File: config.mk
export PLATFORM = sky130hd
export DESIGN_NAME = emc_bank
export DESIGN_NICKNAME = d
export VERILOG_FILES = /design/src/rtl/emc_pkg.sv /design/src/rtl/emc_bank.sv /design/src/rtl/emc_sync.sv
export SDC_FILE = /design/constraint.sdc
export NUM_CORES = 1
export LEC_CHECK = 0
export BUFFER_PORTS_ARGS = -buffer_cell sky130_fd_sc_hd__buf_2
export CELL_PAD_IN_SITES_DETAIL_PLACEMENT = 2
export CELL_PAD_IN_SITES_GLOBAL_PLACEMENT = 2
export CORE_ASPECT_RATIO = 0.8
export CORE_UTILIZATION = 40
export CTS_CLUSTER_SIZE = 30
export DETAILED_ROUTE_END_ITERATION = 10
export GPL_TIMING_DRIVEN = 1
export PLACE_DENSITY = 0.81
export SYNTH_ARGS = -nofsm -noshare
export SYNTH_HDL_FRONTEND = slang
export SYNTH_SLANG_ARGS = --single-unit
File: constraint.sdc
create_clock -name sys_clk_i -period 4.4 [get_ports sys_clk_i]
set_input_delay 0.44 -clock sys_clk_i [delete_from_list [all_inputs] [get_ports sys_clk_i]]
set_output_delay 0.44 -clock sys_clk_i [all_outputs]
set_load 0.005 [all_outputs]
File: src/rtl/emc_pkg.sv
// ----------------------------------------------------------------------
// Shared constants for the fault mask and configuration bank
// ----------------------------------------------------------------------
package emc_pkg;

  // ----------------------------------------------------------------------
  // Serial frame layout
  // ----------------------------------------------------------------------
  localparam int unsigned FRAME_BITS   = 32;            // Bits in one full frame
  localparam int unsigned HEADER_BITS  = 8;             // Operation code plus address
  localparam logic [1:0]  OP_WRITE     = 2'h0;          // Write the addressed register
  localparam logic [1:0]  OP_READ      = 2'h1;          // Read the addressed register
  localparam logic [1:0]  OP_READ_CLR  = 2'h2;          // Read and clear status

  // ----------------------------------------------------------------------
  // Register addresses
  // ----------------------------------------------------------------------
  localparam logic [5:0]  ADDR_FAULT_MASK_CFG = 6'h26;  // fault_mask_and_config
  localparam logic [5:0]  ADDR_PUMP_CTRL      = 6'h27;  // Charge pump control

  // ----------------------------------------------------------------------
  // Field positions in fault_mask_and_config
  // ----------------------------------------------------------------------
  localparam int unsigned BIT_EC_OL_MASK   = 12;        // Electrochrome open-load mask
  localparam int unsigned BIT_OL_MASK      = 11;        // General open-load mask
  localparam int unsigned BIT_SERIAL_MASK  = 10;        // Serial error mask
  localparam int unsigned BIT_PHY_MASK     = 9;         // Physical layer error mask
  localparam int unsigned BIT_WARN_MASK    = 8;         // Global warning mask
  localparam int unsigned BIT_PUMP_WR_EN   = 7;         // Pump shutdown write enable
  localparam int unsigned BIT_AUTO_BIAS    = 4;         // CAN automatic biasing
  localparam int unsigned BIT_DIR_EN       = 3;         // Direction input enable
  localparam int unsigned BIT_REG2_HI      = 2;         // Second regulator mode, high
  localparam int unsigned BIT_REG2_LO      = 1;         // Second regulator mode, low
  localparam int unsigned BIT_PUMP_OFF     = 0;         // Pump shutdown in pump register

  // ----------------------------------------------------------------------
  // Reset values and writable bits
  // ----------------------------------------------------------------------
  localparam logic [23:0] CFG_RESET      = 24'h00_0088; // Pump write enable and direction set
  localparam logic [23:0] CFG_WRITE_MASK = 24'h00_1F9E; // Bits held by this bank
  localparam logic        PUMP_RESET     = 1'b0;        // Pump running after reset

  // ----------------------------------------------------------------------
  // Global status byte positions
  // ----------------------------------------------------------------------
  localparam int unsigned GSB_GLOBAL_ERR = 7;           // Global error
  localparam int unsigned GSB_SERIAL_ERR = 5;           // Serial error
  localparam int unsigned GSB_PHY_ERR    = 4;           // Physical layer error
  localparam int unsigned GSB_FUNC_ERR   = 3;           // Functional error
  localparam int unsigned GSB_WARNING    = 1;           // Global warning

  // ----------------------------------------------------------------------
  // Second regulator modes and device modes
  // ----------------------------------------------------------------------
  localparam logic [1:0] REG2_OFF        = 2'h0;        // Off in every mode
  localparam logic [1:0] REG2_ACTIVE     = 2'h1;        // On in active only
  localparam logic [1:0] REG2_ACT_STBY   = 2'h2;        // On in active and regulator standby
  localparam logic [1:0] MODE_ACTIVE     = 2'h0;        // Device active
  localparam logic [1:0] MODE_REG_STBY   = 2'h1;        // regulator_standby_mode
  localparam logic [1:0] MODE_BAT_STBY   = 2'h2;        // Battery standby

  // Frame receiver states
  typedef enum logic [2:0] {
    EMC_IDLE  = 3'b001,
    EMC_SHIFT = 3'b010,
    EMC_APPLY = 3'b100
  } emc_state_e;

endpackage

File: src/rtl/emc_bank.sv
`timescale 1ns/1ps
module emc_bank (
  input  wire logic       sys_clk_i,
  input  wire logic       reset_i,
  input  wire logic       ce_i,
  // Serial pins
  input  wire logic       spi_sck_i,
  input  wire logic       spi_cs_n_i,
  input  wire logic       spi_mosi_i,
  output logic            spi_miso_o,
  output logic            spi_miso_oe_n_o,
  // Fault reports and device mode from on-chip logic
  input  wire logic       ecv_openload_i,
  input  wire logic       other_openload_i,
  input  wire logic       first_half_bridge_openload_i,
  input  wire logic       phy_error_i,
  input  wire logic       warning_i,
  input  wire logic [1:0] device_mode_i,
  // Status and configuration outputs
  output logic [7:0]      global_status_byte_o,
  output logic            pump_shutdown_o,
  output logic            can_auto_bias_o,
  output logic            direction_input_enable_o,
  output logic            second_external_input_wake_o,
  output logic            second_regulator_on_o
);

  // ----------------------------------------------------------------------
  // Pin synchronisers
  // ----------------------------------------------------------------------
  logic       sck_s;       // Synchronised serial clock
  logic       cs_n_s;      // Synchronised chip select
  logic       mosi_s;      // Synchronised data in
  logic       sck_d_reg;   // Previous serial clock
  logic       cs_n_d_reg;  // Previous chip select

  emc_sync #(
    .WIDTH (2),
    .INIT  (1'b0)
  ) u_sync_sck (
    .sys_clk_i (sys_clk_i),
    .reset_i   (reset_i),
    .ce_i      (ce_i),
    .async_i   ({spi_sck_i, spi_mosi_i}),
    .sync_o    ({sck_s, mosi_s})
  );

  emc_sync #(
    .WIDTH (1),
    .INIT  (1'b1)
  ) u_sync_cs (
    .sys_clk_i (sys_clk_i),
    .reset_i   (reset_i),
    .ce_i      (ce_i),
    .async_i   (spi_cs_n_i),
    .sync_o    (cs_n_s)
  );

  // Edge history for the synchronised serial clock and chip select
  always_ff @(posedge sys_clk_i) begin
    if (reset_i) begin
      sck_d_reg  <= 1'b0;
      cs_n_d_reg <= 1'b1;
    end else if (ce_i) begin
      sck_d_reg  <= sck_s;
      cs_n_d_reg <= cs_n_s;
    end
  end

  logic sck_rise;   // Sample point
  logic sck_fall;   // Shift-out point
  logic cs_start;   // Frame opens
  logic cs_end;     // Frame closes

  assign sck_rise = sck_s & ~sck_d_reg;
  assign sck_fall = ~sck_s & sck_d_reg;
  assign cs_start = ~cs_n_s & cs_n_d_reg;
  assign cs_end   = cs_n_s & ~cs_n_d_reg;

  // ----------------------------------------------------------------------
  // Registers and status
  // ----------------------------------------------------------------------
  logic [23:0] cfg_reg;        // fault_mask_and_config
  logic        pump_reg;       // Charge pump shutdown control
  logic        serial_err_reg; // Sticky serial error
  logic [7:0]  gsb_next;       // Next global status byte

  // Global status byte from live faults and masks
  always_comb begin
    gsb_next                 = 8'h00;
    gsb_next[emc_pkg::GSB_FUNC_ERR]   = ecv_openload_i | other_openload_i | first_half_bridge_openload_i;
    gsb_next[emc_pkg::GSB_SERIAL_ERR] = serial_err_reg;
    gsb_next[emc_pkg::GSB_PHY_ERR]    = phy_error_i;
    gsb_next[emc_pkg::GSB_WARNING]    = warning_i;
    gsb_next[emc_pkg::GSB_GLOBAL_ERR] =
        (ecv_openload_i & ~cfg_reg[emc_pkg::BIT_EC_OL_MASK])
      | (other_openload_i & ~cfg_reg[emc_pkg::BIT_OL_MASK])
      | first_half_bridge_openload_i
      | (serial_err_reg & ~cfg_reg[emc_pkg::BIT_SERIAL_MASK])
      | (phy_error_i & ~cfg_reg[emc_pkg::BIT_PHY_MASK])
      | (warning_i & ~cfg_reg[emc_pkg::BIT_WARN_MASK]);
  end

  // Registered status byte output
  always_ff @(posedge sys_clk_i) begin
    if (reset_i) begin
      global_status_byte_o <= 8'h00;
    end else if (ce_i) begin
      global_status_byte_o <= gsb_next;
    end
  end

  // ----------------------------------------------------------------------
  // Frame receiver
  // ----------------------------------------------------------------------
  emc_pkg::emc_state_e state_reg;  // Receiver state
  logic [5:0]          cnt_reg;    // Bits sampled in this frame
  logic [31:0]         rx_reg;     // Incoming frame
  logic [31:0]         tx_reg;     // Outgoing frame
  logic [23:0]         rd_data;    // Read data of the addressed register
  logic [1:0]          rx_op;      // Operation code of the frame
  logic [5:0]          rx_addr;    // Address of the frame
  logic                frame_ok;   // Exactly one full frame received

  assign rx_op    = rx_reg[31:30];
  assign rx_addr  = rx_reg[29:24];
  assign frame_ok = (cnt_reg == 6'(emc_pkg::FRAME_BITS));

  // Read mux for the addressed register
  always_comb begin
    rd_data = 24'h00_0000;
    if (rx_reg[5:0] == emc_pkg::ADDR_FAULT_MASK_CFG) begin
      rd_data = cfg_reg;
    end else if (rx_reg[5:0] == emc_pkg::ADDR_PUMP_CTRL) begin
      rd_data[emc_pkg::BIT_PUMP_OFF] = pump_reg;
    end
  end

  // State sequencing: open on select, apply one cycle after close
  always_ff @(posedge sys_clk_i) begin
    if (reset_i) begin
      state_reg <= emc_pkg::EMC_IDLE;
    end else if (ce_i) begin
      unique case (state_reg)
        emc_pkg::EMC_IDLE: begin
          if (cs_start) begin
            state_reg <= emc_pkg::EMC_SHIFT;
          end
        end
        emc_pkg::EMC_SHIFT: begin
          if (cs_end) begin
            state_reg <= emc_pkg::EMC_APPLY;
          end
        end
        emc_pkg::EMC_APPLY: begin
          state_reg <= emc_pkg::EMC_IDLE;
        end
        default: begin
          state_reg <= emc_pkg::EMC_IDLE;
        end
      endcase
    end
  end

  // Bit counter and receive shifter
  always_ff @(posedge sys_clk_i) begin
    if (reset_i) begin
      cnt_reg <= 6'h00;
      rx_reg  <= 32'h0000_0000;
    end else if (ce_i) begin
      if (cs_start) begin
        cnt_reg <= 6'h00;
      end else if (state_reg == emc_pkg::EMC_SHIFT && sck_rise && cnt_reg != 6'h3F) begin
        cnt_reg <= cnt_reg + 6'h01;
        rx_reg  <= {rx_reg[30:0], mosi_s};
      end
    end
  end

  // Transmit shifter: status byte first, register data after the header
  always_ff @(posedge sys_clk_i) begin
    if (reset_i) begin
      tx_reg <= 32'h0000_0000;
    end else if (ce_i) begin
      if (cs_start) begin
        tx_reg <= {gsb_next, 24'h00_0000};
      end else if (state_reg == emc_pkg::EMC_SHIFT && sck_fall) begin
        if (cnt_reg == 6'(emc_pkg::HEADER_BITS)) begin
          tx_reg <= {rd_data, 8'h00};
        end else begin
          tx_reg <= {tx_reg[30:0], 1'b0};
        end
      end
    end
  end

  // Data out is driven only while selected
  always_ff @(posedge sys_clk_i) begin
    if (reset_i) begin
      spi_miso_o      <= 1'b0;
      spi_miso_oe_n_o <= 1'b1;
    end else if (ce_i) begin
      spi_miso_o      <= tx_reg[31];
      spi_miso_oe_n_o <= cs_n_s;
    end
  end

  // ----------------------------------------------------------------------
  // Register update at frame completion
  // ----------------------------------------------------------------------
  logic apply_write;  // Valid write frame has just closed

  assign apply_write = (state_reg == emc_pkg::EMC_APPLY) && frame_ok && (rx_op == emc_pkg::OP_WRITE);

  // Configuration bits change only when the write frame ends
  always_ff @(posedge sys_clk_i) begin
    if (reset_i) begin
      cfg_reg <= emc_pkg::CFG_RESET;
    end else if (ce_i) begin
      if (apply_write && rx_addr == emc_pkg::ADDR_FAULT_MASK_CFG) begin
        cfg_reg <= rx_reg[23:0] & emc_pkg::CFG_WRITE_MASK;
      end
    end
  end

  // Pump shutdown: a one is taken only while write enable is set
  always_ff @(posedge sys_clk_i) begin
    if (reset_i) begin
      pump_reg <= emc_pkg::PUMP_RESET;
    end else if (ce_i) begin
      if (apply_write && rx_addr == emc_pkg::ADDR_PUMP_CTRL) begin
        if (!rx_reg[emc_pkg::BIT_PUMP_OFF] || cfg_reg[emc_pkg::BIT_PUMP_WR_EN]) begin
          pump_reg <= rx_reg[emc_pkg::BIT_PUMP_OFF];
        end
      end
    end
  end

  // Serial error: wrong frame length sets it, read-and-clear clears; set wins
  always_ff @(posedge sys_clk_i) begin
    if (reset_i) begin
      serial_err_reg <= 1'b0;
    end else if (ce_i) begin
      if (state_reg == emc_pkg::EMC_APPLY && !frame_ok) begin
        serial_err_reg <= 1'b1;
      end else if (state_reg == emc_pkg::EMC_APPLY && rx_op == emc_pkg::OP_READ_CLR) begin
        serial_err_reg <= 1'b0;
      end
    end
  end

  // ----------------------------------------------------------------------
  // Configuration outputs
  // ----------------------------------------------------------------------
  logic [1:0] reg2_mode;  // Second regulator field
  logic       reg2_on;    // Regulator enable before the output flop

  assign reg2_mode = {cfg_reg[emc_pkg::BIT_REG2_HI], cfg_reg[emc_pkg::BIT_REG2_LO]};

  // Regulator enable from field and device mode
  always_comb begin
    reg2_on = 1'b0;
    if (reg2_mode == emc_pkg::REG2_ACTIVE) begin
      reg2_on = (device_mode_i == emc_pkg::MODE_ACTIVE);
    end else if (reg2_mode == emc_pkg::REG2_ACT_STBY) begin
      reg2_on = (device_mode_i == emc_pkg::MODE_ACTIVE) || (device_mode_i == emc_pkg::MODE_REG_STBY);
    end
  end

  // Output flops for configuration controls
  always_ff @(posedge sys_clk_i) begin
    if (reset_i) begin
      pump_shutdown_o              <= emc_pkg::PUMP_RESET;
      can_auto_bias_o              <= emc_pkg::CFG_RESET[emc_pkg::BIT_AUTO_BIAS];
      direction_input_enable_o     <= emc_pkg::CFG_RESET[emc_pkg::BIT_DIR_EN];
      second_external_input_wake_o <= ~emc_pkg::CFG_RESET[emc_pkg::BIT_DIR_EN];
      second_regulator_on_o        <= 1'b0;
    end else if (ce_i) begin
      pump_shutdown_o              <= pump_reg;
      can_auto_bias_o              <= cfg_reg[emc_pkg::BIT_AUTO_BIAS];
      direction_input_enable_o     <= cfg_reg[emc_pkg::BIT_DIR_EN];
      second_external_input_wake_o <= ~cfg_reg[emc_pkg::BIT_DIR_EN];
      second_regulator_on_o        <= reg2_on;
    end
  end

endmodule

File: src/rtl/emc_sync.sv
`timescale 1ns/1ps
// ----------------------------------------------------------------------
// Two-stage synchroniser for pin inputs
// ----------------------------------------------------------------------
module emc_sync #(
  parameter int unsigned WIDTH = 1,
  parameter logic        INIT  = 1'b0
) (
  input  wire logic             sys_clk_i,
  input  wire logic             reset_i,
  input  wire logic             ce_i,
  input  wire logic [WIDTH-1:0] async_i,
  output logic      [WIDTH-1:0] sync_o
);

  logic [WIDTH-1:0] meta_reg;  // First stage, read only by the second

  // Two flops in a row; nothing else looks at the first
  always_ff @(posedge sys_clk_i) begin
    if (reset_i) begin
      meta_reg <= {WIDTH{INIT}};
      sync_o   <= {WIDTH{INIT}};
    end else if (ce_i) begin
      meta_reg <= async_i;
      sync_o   <= meta_reg;
    end
  end

endmodule

After elaboration in Yosys (flattened, before gate mapping):

Cells that the tools add are included.

* add/subtract/negate cells: 1
* eq/ne operators: 16
* mux-type cells: 15
* bitwise gates (word level): 27
* reductions and logical operators: 25

Operators with widths (count)
* 32-bit 2-to-1 mux: 3
* 6-bit equality test, second input constant: 5
* 12-bit 2-to-1 mux: 1
* 6-bit 2-to-1 mux: 2
* 1-bit NOT: 11
* 1-bit bitwise AND: 9
* 1-bit logical AND: 9
* 3-bit AND reduction: 3
* 2-bit AND reduction: 4
* 1-bit bitwise OR: 7
* 6-bit by 1-bit adder with 6-bit output, second input constant: 1
* 6-bit by 4-bit equality test with 1-bit output, second input constant: 1
* 1-bit 2-to-1 mux: 6
* 3-bit 2-to-1 mux: 2
* 6-bit != test, second input constant: 1
* 3-bit case mux with 2 select lines: 1
* 2-bit nonzero test: 3
* 2-bit by 1-bit equality test with 1-bit output, second input constant: 2
* 2-bit equality test, second input constant: 2
* 2-bit logical NOT: 2
* 2-bit != test, second input constant: 2
* 3-bit by 1-bit equality test with 1-bit output, second input constant: 1
* 3-bit by 2-bit equality test with 1-bit output, second input constant: 1
* 3-bit equality test, second input constant: 1
* 2 further kinds: 4

* bits in registers: 104
* input port bits: 13
* output and inout bits: 15
* logic and storage cells: 104

Depth between registers and ports, before layout:

Gate-level depths: netlist of the first run.

* depth in word-level cells: 8
* mapped depth: 7
* depth with buffers taken out: 6

Modules after synthesis:

From an unflattened synthesis of the first run, not the netlist that was laid out.

* cell total of the unflattened synthesis: 455
* area total of the unflattened synthesis: 4086.4 sq um

By module, submodules not included
* emc_bank: instances 1, cells each 436, area each 3876.2 sq um
* emc_sync (u_sync_sck): instances 1, cells each 13, area each 140.1 sq um
* emc_sync (u_sync_cs): instances 1, cells each 6, area each 70.1 sq um

Worst setup path after synthesis of the first run:

Ideal clock, no wire load.

* kind: reg-to-reg
* start: register cnt_reg[0]
* end: register tx_reg[9]
* arrival time: 1927 ps
* setup slack: 2412 ps
* cell stages (with the launch flop): 7
* path buffers: 0
* period minus slack after synthesis: 1988 ps
* cell sequence: dfxtp_1 inv_1 ha_1 or3b_1 or4_4 nor4_4 a221o_1

* word-level cells in the longest chain between the ends: 4

RTL lines
* start, declared: line emc_bank.sv:117 `logic [5:0] cnt_reg;`
* start signal, assigned: line emc_bank.sv:174 `cnt_reg <= cnt_reg + 6'h01;`
* 6-bit by 4-bit equality test with 1-bit output: line emc_bank.sv:188 `if (cnt_reg == 6'(emc_pkg::HEADER_BITS)) begin`
* 32-bit 2-to-1 mux: line emc_bank.sv:188
* 32-bit 2-to-1 mux: line emc_bank.sv:187 `end else if (state_reg == emc_pkg::EMC_SHIFT && sck_fall) begin`
* 32-bit 2-to-1 mux: line emc_bank.sv:185 `if (cs_start) begin`
* end signal, assigned: line emc_bank.sv:186 `tx_reg <= {gsb_next, 24'h00_0000};`
* end signal, assigned: line emc_bank.sv:189 `tx_reg <= {rd_data, 8'h00};`
* end signal, assigned: line emc_bank.sv:191 `tx_reg <= {tx_reg[30:0], 1'b0};`
* end, declared: line emc_bank.sv:119 `logic [31:0] tx_reg;`

Every way passes these cells. The select of a mux whose other input is x is not followed.
A chain may end at the register's enable or synchronous reset.

Worst setup path after layout of the first run:

* start: input port ce_i
* end: register cnt_reg[3]

* word-level cells in the longest chain between the ends: 1

RTL lines
* start, declared: line emc_bank.sv:5 `input wire logic ce_i,`
* 2-bit AND reduction (no source line)

Every way passes these cells.

==> impl_metrics.json, run 1 <==
{
  "status": "completed",
  "die_height_um": 91.7,
  "wirelength_um": 12000,
  "largest_reg_flops": 32,
  "cts_sinks": 96,
  "synth_fa_ha_area_frac": 0.00622,
  "gp_congestion": 0.731,
  "io_pins": 28,
  "fin_crit_sh": 0.571,
  "synth.cell_area_um2": 4020,
  "crit_chain": "buf_2, nand4bb_1, a311oi_4, buf_4, a211oi_1, a221o_1",
  "leakage_nw": 1.60,
  "comb_power_share": 0.039,
  "synth_compound_area_frac": 0.215,
  "io_buffer_count": 24,
  "sequentialPowerShare": 0.497,
  "p_sw_frac": 0.239,
  "drt-wirelength-per-cell_um": 20.0,
  "firstDrtPassIters": 4,
  "dieWidth_um": 114,
  "synth_top_family_by_area": "compound AO/OA/AOI/OAI gates",
  "start_util": 0.415,
  "synth.area.mux_share": 0.0401,
  "cts_hold_buf": 0,
  "switching_power_w": 0.000424,
  "cp.arrival_ps": 2750,
  "r2r_setup_slack_ps": 1990,
  "hpwl_um": 7810,
  "syn2layout_area_growth_pct": 12.5,
  "synth-seq-area-share": 0.478,
  "synth_xor_area_frac": 0,
  "fmax_mhz": 398,
  "antenna_cells": 0,
  "tightest_slew_ps": 1310,
  "critPathTopFamily": "buffers and inverters",
  "antenna_found_initial": 0,
  "clock-root-buffer": "clkbuf_16",
  "cts_buffers": 9,
  "ys_warn_count": 0,
  "end_kind": "register",
  "core.rowCount": 32,
  "post-cts-setup-buffers": 0,
  "ys_ff_latch": 96,
  "final_common_cell": "dfxtp_1",
  "clk_path_buf_depth": 2,
  "grt_pass1_wl_um": 19700,
  "async_flop_share": 0,
  "yosys-top-cells-area": "dfxtp_1 (48%), a21oi_1 (5.7%), nand3_1 (4.9%), o21ai_0 (4.4%), mux2i_1 (3.7%)",
  "clk_latency_ps": 350,
  "viasPerCell": 5.86,
  "critPathLaunchType": "input pin",
  "drc": 0,
  "rsz0062_at_grt": "no",
  "synth_top_area_share": 0.478,
  "maxSlewViolCount": 0,
  "htree_num_levels": 3,
  "first_global_vias": 3774,
  "syn_inst": 456,
  "synth_cell_type_count": 53,
  "skew_ps": 11.3,
  "relSlewSlack": 0.128,
  "drv_cap": 0,
  "final_nets": 474,
  "ctsResizeCount": 0,
  "setup_viol": 0,
  "slowest_delay_ps": 610,
  "critPathSlowestCell": "buf_2",
  "critPathBufInv": 2,
  "p_int_w": 0.00135,
  "coreArea_um2": 9690,
  "critPathKind": "input pin to register",
  "dp.cells": 584,
  "final_cell_mix": "dfxtp_1 (96), a21oi_1 (46), nand3_1 (39)",
  "ir_worst_vdd_mv": 0.223,
  "cp_max_fo": 35,
  "fill_cells": 1067,
  "min_period_ps": 2510,
  "syn_avg_cell_area_um2": 8.82,
  "fin_cells": 600,
  "synth_edf_count": 0,
  "hold_viol": 0,
  "synth-simple-area-share": 0.211,
  "cts_tree": "built",
  "gr-total-overflow": 0,
  "worstPathRequired_ps": 4640,
  "final.setup.tns_ps": 0,
  "synth-main-ff-cell": "dfxtp_1",
  "drtIter0Drc": 129,
  "ant_nets": 0,
  "grt_max_degree": 40,
  "hp-class": "input pin to register",
  "synth_top_area_cell": "dfxtp_1",
  "final_layout_size_suffix_gt1_frac": 0.112,
  "vias": 3518,
  "die_area_um2": 10500,
  "pwr-share-clk": 0.464,
  "clkTransAtPathRegs_ps": 70,
  "gr-usage-all-layers": 0.242,
  "power_density_nw_per_um2": 392
}
-- cells in the mapped netlist (4+ instances only) --
cell and count:
dfxtp_1 96, a32oi_1 6, nor3_1 11, nand4_1 11, and2_1 8, a221oi_1 4, nand2_1 14, o21a_1 4
inv_1 7, buf_1 4, a221o_1 13, clkbuf_1 32, nor2_1 33, nand2b_1 11, a211oi_1 5, nor2b_1 9
o21ai_1 9, mux2i_1 15, nand3_1 39, o21ai_0 35, a21oi_1 46
-- worst paths after layout --
| kind | from | endpoint | cells after the start |
|---|---|---|---|
| worst max-delay path | ce_i | cnt_reg[3] | 6 |
| worst min-delay path | spi_cs_n_i | u_sync_cs.meta_reg | 3 |
| worst max register to register | cnt_reg[0] | tx_reg[15] | 6 |
| worst min register to register | second_external_input_wake_o | second_external_input_wake_o | 1 |
-- logic make-up (layout without fill, tap and decap cells) --
group / after synthesis / after routing
flip-flops: 96 / 96
AO/OA/AOI/OAI: 138 / 138
AND/OR/NAND/NOR: 156 / 156
adder cells (fa/ha/maj): 2 / 2
multiplexers: 16 / 16
buffers and inverters: 47 / 53
other: 1 / 3
-- tightest hold or removal path: stages --
cell and delay [ps]:
buf_2 80, mux2i_1 60, nand2_1 60
-- metrics by stage --
| step | hold WS, ps | power [W] | utilization | setup slack (ps) | cell area [um2] |
|---|---|---|---|---|---|
| 3_5_place_dp | 444 | 0.000970 | 0.435 | 1550 | 4220 |
| 3_3_place_gp | 435 | 0.000966 | 0.435 | 1620 | 4220 |
| 6_report | 319 | 0.00177 | 0.467 | 1890 | 4530 |
| 2_1_floorplan | 425 | 0.000945 | - | 2410 | 4030 |
| 5_1_grt | 315 | 0.00183 | 0.467 | 1710 | 4530 |
| 4_1_cts | 308 | 0.00180 | 0.467 | 1910 | 4530 |
-- per-layer routing --
layer	vias to the layer above	wire length, um	global-route usage
met5	-	0	0
met4	0	132	0.0725
met3	11	320	0.0449
met2	55	5890	0.420
met1	1774	5640	0.304
li1	1678	-	-
-- layout make-up --
type / instances / area (um2) / area share
tap: 136 / 170 / 0.0376
clock buffer: 9 / 225 / 0.0498
sequential: 96 / 1920 / 0.425
multi-input combinational: 315 / 1930 / 0.427
timing repair buffer: 30 / 165 / 0.0365
inverter: 7 / 26.3 / 0.00581
clock inverter: 7 / 85.1 / 0.0188
-- power by group through the flow --
stage	clock network [W]	registers, W	logic [W]
3_5_place_dp	0	0.000902	0.0000676
2_1_floorplan	0	0.000901	0.0000448
4_1_cts	0.000846	0.000882	0.0000692
6_report	0.000822	0.000882	0.0000693
3_3_place_gp	0	0.000901	0.0000647
5_1_grt	0.000871	0.000883	0.0000758
Power figures use the tool's default switching activity.
==> run 2: changes to the inputs <==
Settings changed: ABC_AREA set to 1, CORE_UTILIZATION 40 to 31, PLACE_DENSITY 0.81 to 0.72.
Clock period 4.4 ns to 2.16 ns, I/O delays scaled along.
==> run 2 against run 1 <==
Area after synthesis grew 1.9%. First-iteration DRC count shrank 1.6%. Largest power group unchanged. Via count grew 6.4%. Largest cell class is now sequential cells.
==> impl_metrics.json, run 2 <==
{
  "status": "completed",
  "cp.arrival_ps": 2060,
  "synth-main-ff-cell": "dfxtp_1",
  "first_global_vias": 3888,
  "cp_max_fo": 11,
  "worstPathRequired_ps": 2390,
  "syn2layout_area_growth_pct": 14.6,
  "dp.cells": 755,
  "skew_ps": 10.2,
  "tightest_slew_ps": 666,
  "slowest_delay_ps": 370,
  "htree_num_levels": 3,
  "coreArea_um2": 12900,
  "largest_reg_flops": 32,
  "wirelength_um": 11500,
  "clk_path_buf_depth": 2,
  "synth_edf_count": 0,
  "critPathKind": "register to register",
  "ctsResizeCount": 0,
  "drc": 0,
  "power_density_nw_per_um2": 804,
  "seq_area_um2": 1920,
  "syn_avg_cell_area_um2": 7.10,
  "fin_cells": 771,
  "cts_sinks": 96,
  "rsz0062_at_grt": "no",
  "start_util": 0.318,
  "crit_top_cell": "nor2_1",
  "hp-class": "input pin to register",
  "ys_ff_latch": 96,
  "maxSlewViolCount": 0,
  "cts_tree": "built",
  "viasPerCell": 4.85,
  "synth_top_area_cell": "dfxtp_1",
  "ys_warn_count": 0,
  "cts_hold_buf": 0,
  "synth_top_area_share": 0.469,
  "critPathTopFamily": "simple AND/OR/NAND/NOR gates",
  "crit_chain": "inv_1, ha_1, nand3_1, nor2_1, nand2_1, clkinv_1, nor2_1, nor2_1",
  "synth-seq-area-share": 0.469,
  "hpwl_um": 7990,
  "synth_cell_type_count": 31,
  "io_pins": 28,
  "yosysMostFrequentCell": "nand2_1",
  "ir_worst_vdd_mv": 0.453,
  "final_nets": 606,
  "whs_ps": 101,
  "critPathSlowestCell": "dfxtp_1",
  "firstDrtPassIters": 4,
  "fill_cells": 1551,
  "io_buffer_count": 24,
  "met2_usage": 0.308,
  "drt-wirelength-per-cell_um": 14.9,
  "clkTransAtPathRegs_ps": 70,
  "gr-total-overflow": 0,
  "post-cts-setup-buffers": 0,
  "dieWidth_um": 131,
  "fmax_mhz": 545,
  "setup_viol": 0,
  "fin_crit_sh": 0.850,
  "gp_congestion": 0.761,
  "syn_inst": 577,
  "yosys-top-cells-area": "dfxtp_1 (47%), nand2_1 (16%), a21oi_1 (8.2%), nor2_1 (5.5%), nand3_1 (4.5%)",
  "synth.cell_area_um2": 4100,
  "synth_commonest_cells": "nand2_1 (173), dfxtp_1 (96), a21oi_1 (67)",
  "antenna_cells": 0,
  "relSlewSlack": 0.556,
  "vias": 3743,
  "end_kind": "register",
  "cts_buffers": 9,
  "grt_max_degree": 59,
  "async_flop_share": 0,
  "ant_nets": 0,
  "leakage_nw": 1.76,
  "critPathLaunchType": "register",
  "core.rowCount": 37,
  "die_height_um": 105,
  "final_common_cell": "nand2_1",
  "final_cell_mix": "nand2_1 (173), dfxtp_1 (96), a21oi_1 (67)",
  "met1_usage": 0.228,
  "final_layout_size_suffix_gt1_frac": 0.111,
  "busiest_layer": "met2",
  "clk_latency_ps": 350,
  "hold_viol": 0,
  "drv_cap": 0,
  "final.setup.tns_ps": 0,
  "die_area_um2": 13700,
  "clock-root-buffer": "clkbuf_16",
  "grt_pass1_wl_um": 19100,
  "gr-usage-all-layers": 0.180,
  "critPathBufInv": 2,
  "drtIter0Drc": 127,
  "antenna_found_initial": 0,
  "min_period_ps": 1830,
  "met3_usage": 0.0369,
  "multi_input_area_um2": 1820
}
-- run 2: report_power, final --
group          switching [W]  leakage, nW  total [W]  internal [W]
combinational       0.000121        0.822   0.000176     0.0000545
clock               0.000722        0.164    0.00179       0.00106
sequential         0.0000171        0.778    0.00182       0.00180
total               0.000860         1.76    0.00378       0.00292
-- run 2: per-stage QoR --
stage | area (um2) | power, W | setup WS, ps | utilization
finish | 4700 | 0.00378 | 325 | 0.365
global route | 4700 | 0.00393 | 124 | 0.365
CTS | 4700 | 0.00384 | 312 | 0.365
detailed placement | 4360 | 0.00203 | 344 | 0.339
global placement | 4360 | 0.00203 | 492 | 0.339
floorplan | 4110 | 0.00197 | 721 | -
-- run 2: worst reg2reg max path: cells and delay by family (launching register included) --
kind,cells,cell delay [ps]
fa+ha+maj,1,210
buf+inv,2,420
flops,1,370
simple gates,5,710
-- run 2: layout make-up --
type / count / share of cell area
sequential: 96 / 0.409
multi-input combinational: 403 / 0.388
clock buffer: 10 / 0.0509
timing repair buffer: 35 / 0.0485
tap: 175 / 0.0466
inverter: 46 / 0.0368
clock inverter: 6 / 0.0203
-- run 2: final timing paths --
kind / from / end / slack [ps] / cells after the start
setup / recovery: cnt_reg[0] / cfg_reg[8] / 330 / 8
hold / removal: spi_cs_n_i / u_sync_cs.meta_reg / 100 / 3
setup reg to reg: cnt_reg[0] / cfg_reg[8] / 330 / 8
hold reg to reg: rx_reg[16] / rx_reg[17] / 460 / 2
-- run 2: kinds of logic (layout without fill, tap and decap cells) --
logic type | Yosys count | after routing | share of synthesized area
simple gates | 291 | 291 | 0.300
flops | 96 | 96 | 0.469
other cells | 1 | 3 | 0.000915
fa+ha+maj | 2 | 2 | 0.00611
compound gates | 106 | 106 | 0.134
buf+inv | 80 | 97 | 0.0885
xor+xnor | 1 | 1 | 0.00214
-- run 2: routing by layer --
layer / share of wire / routed length [um]
met1: 0.48 / 5550
met5: 0 / 0
met2: 0.49 / 5580
met3: 0.024 / 276
met4: 0.0062 / 71
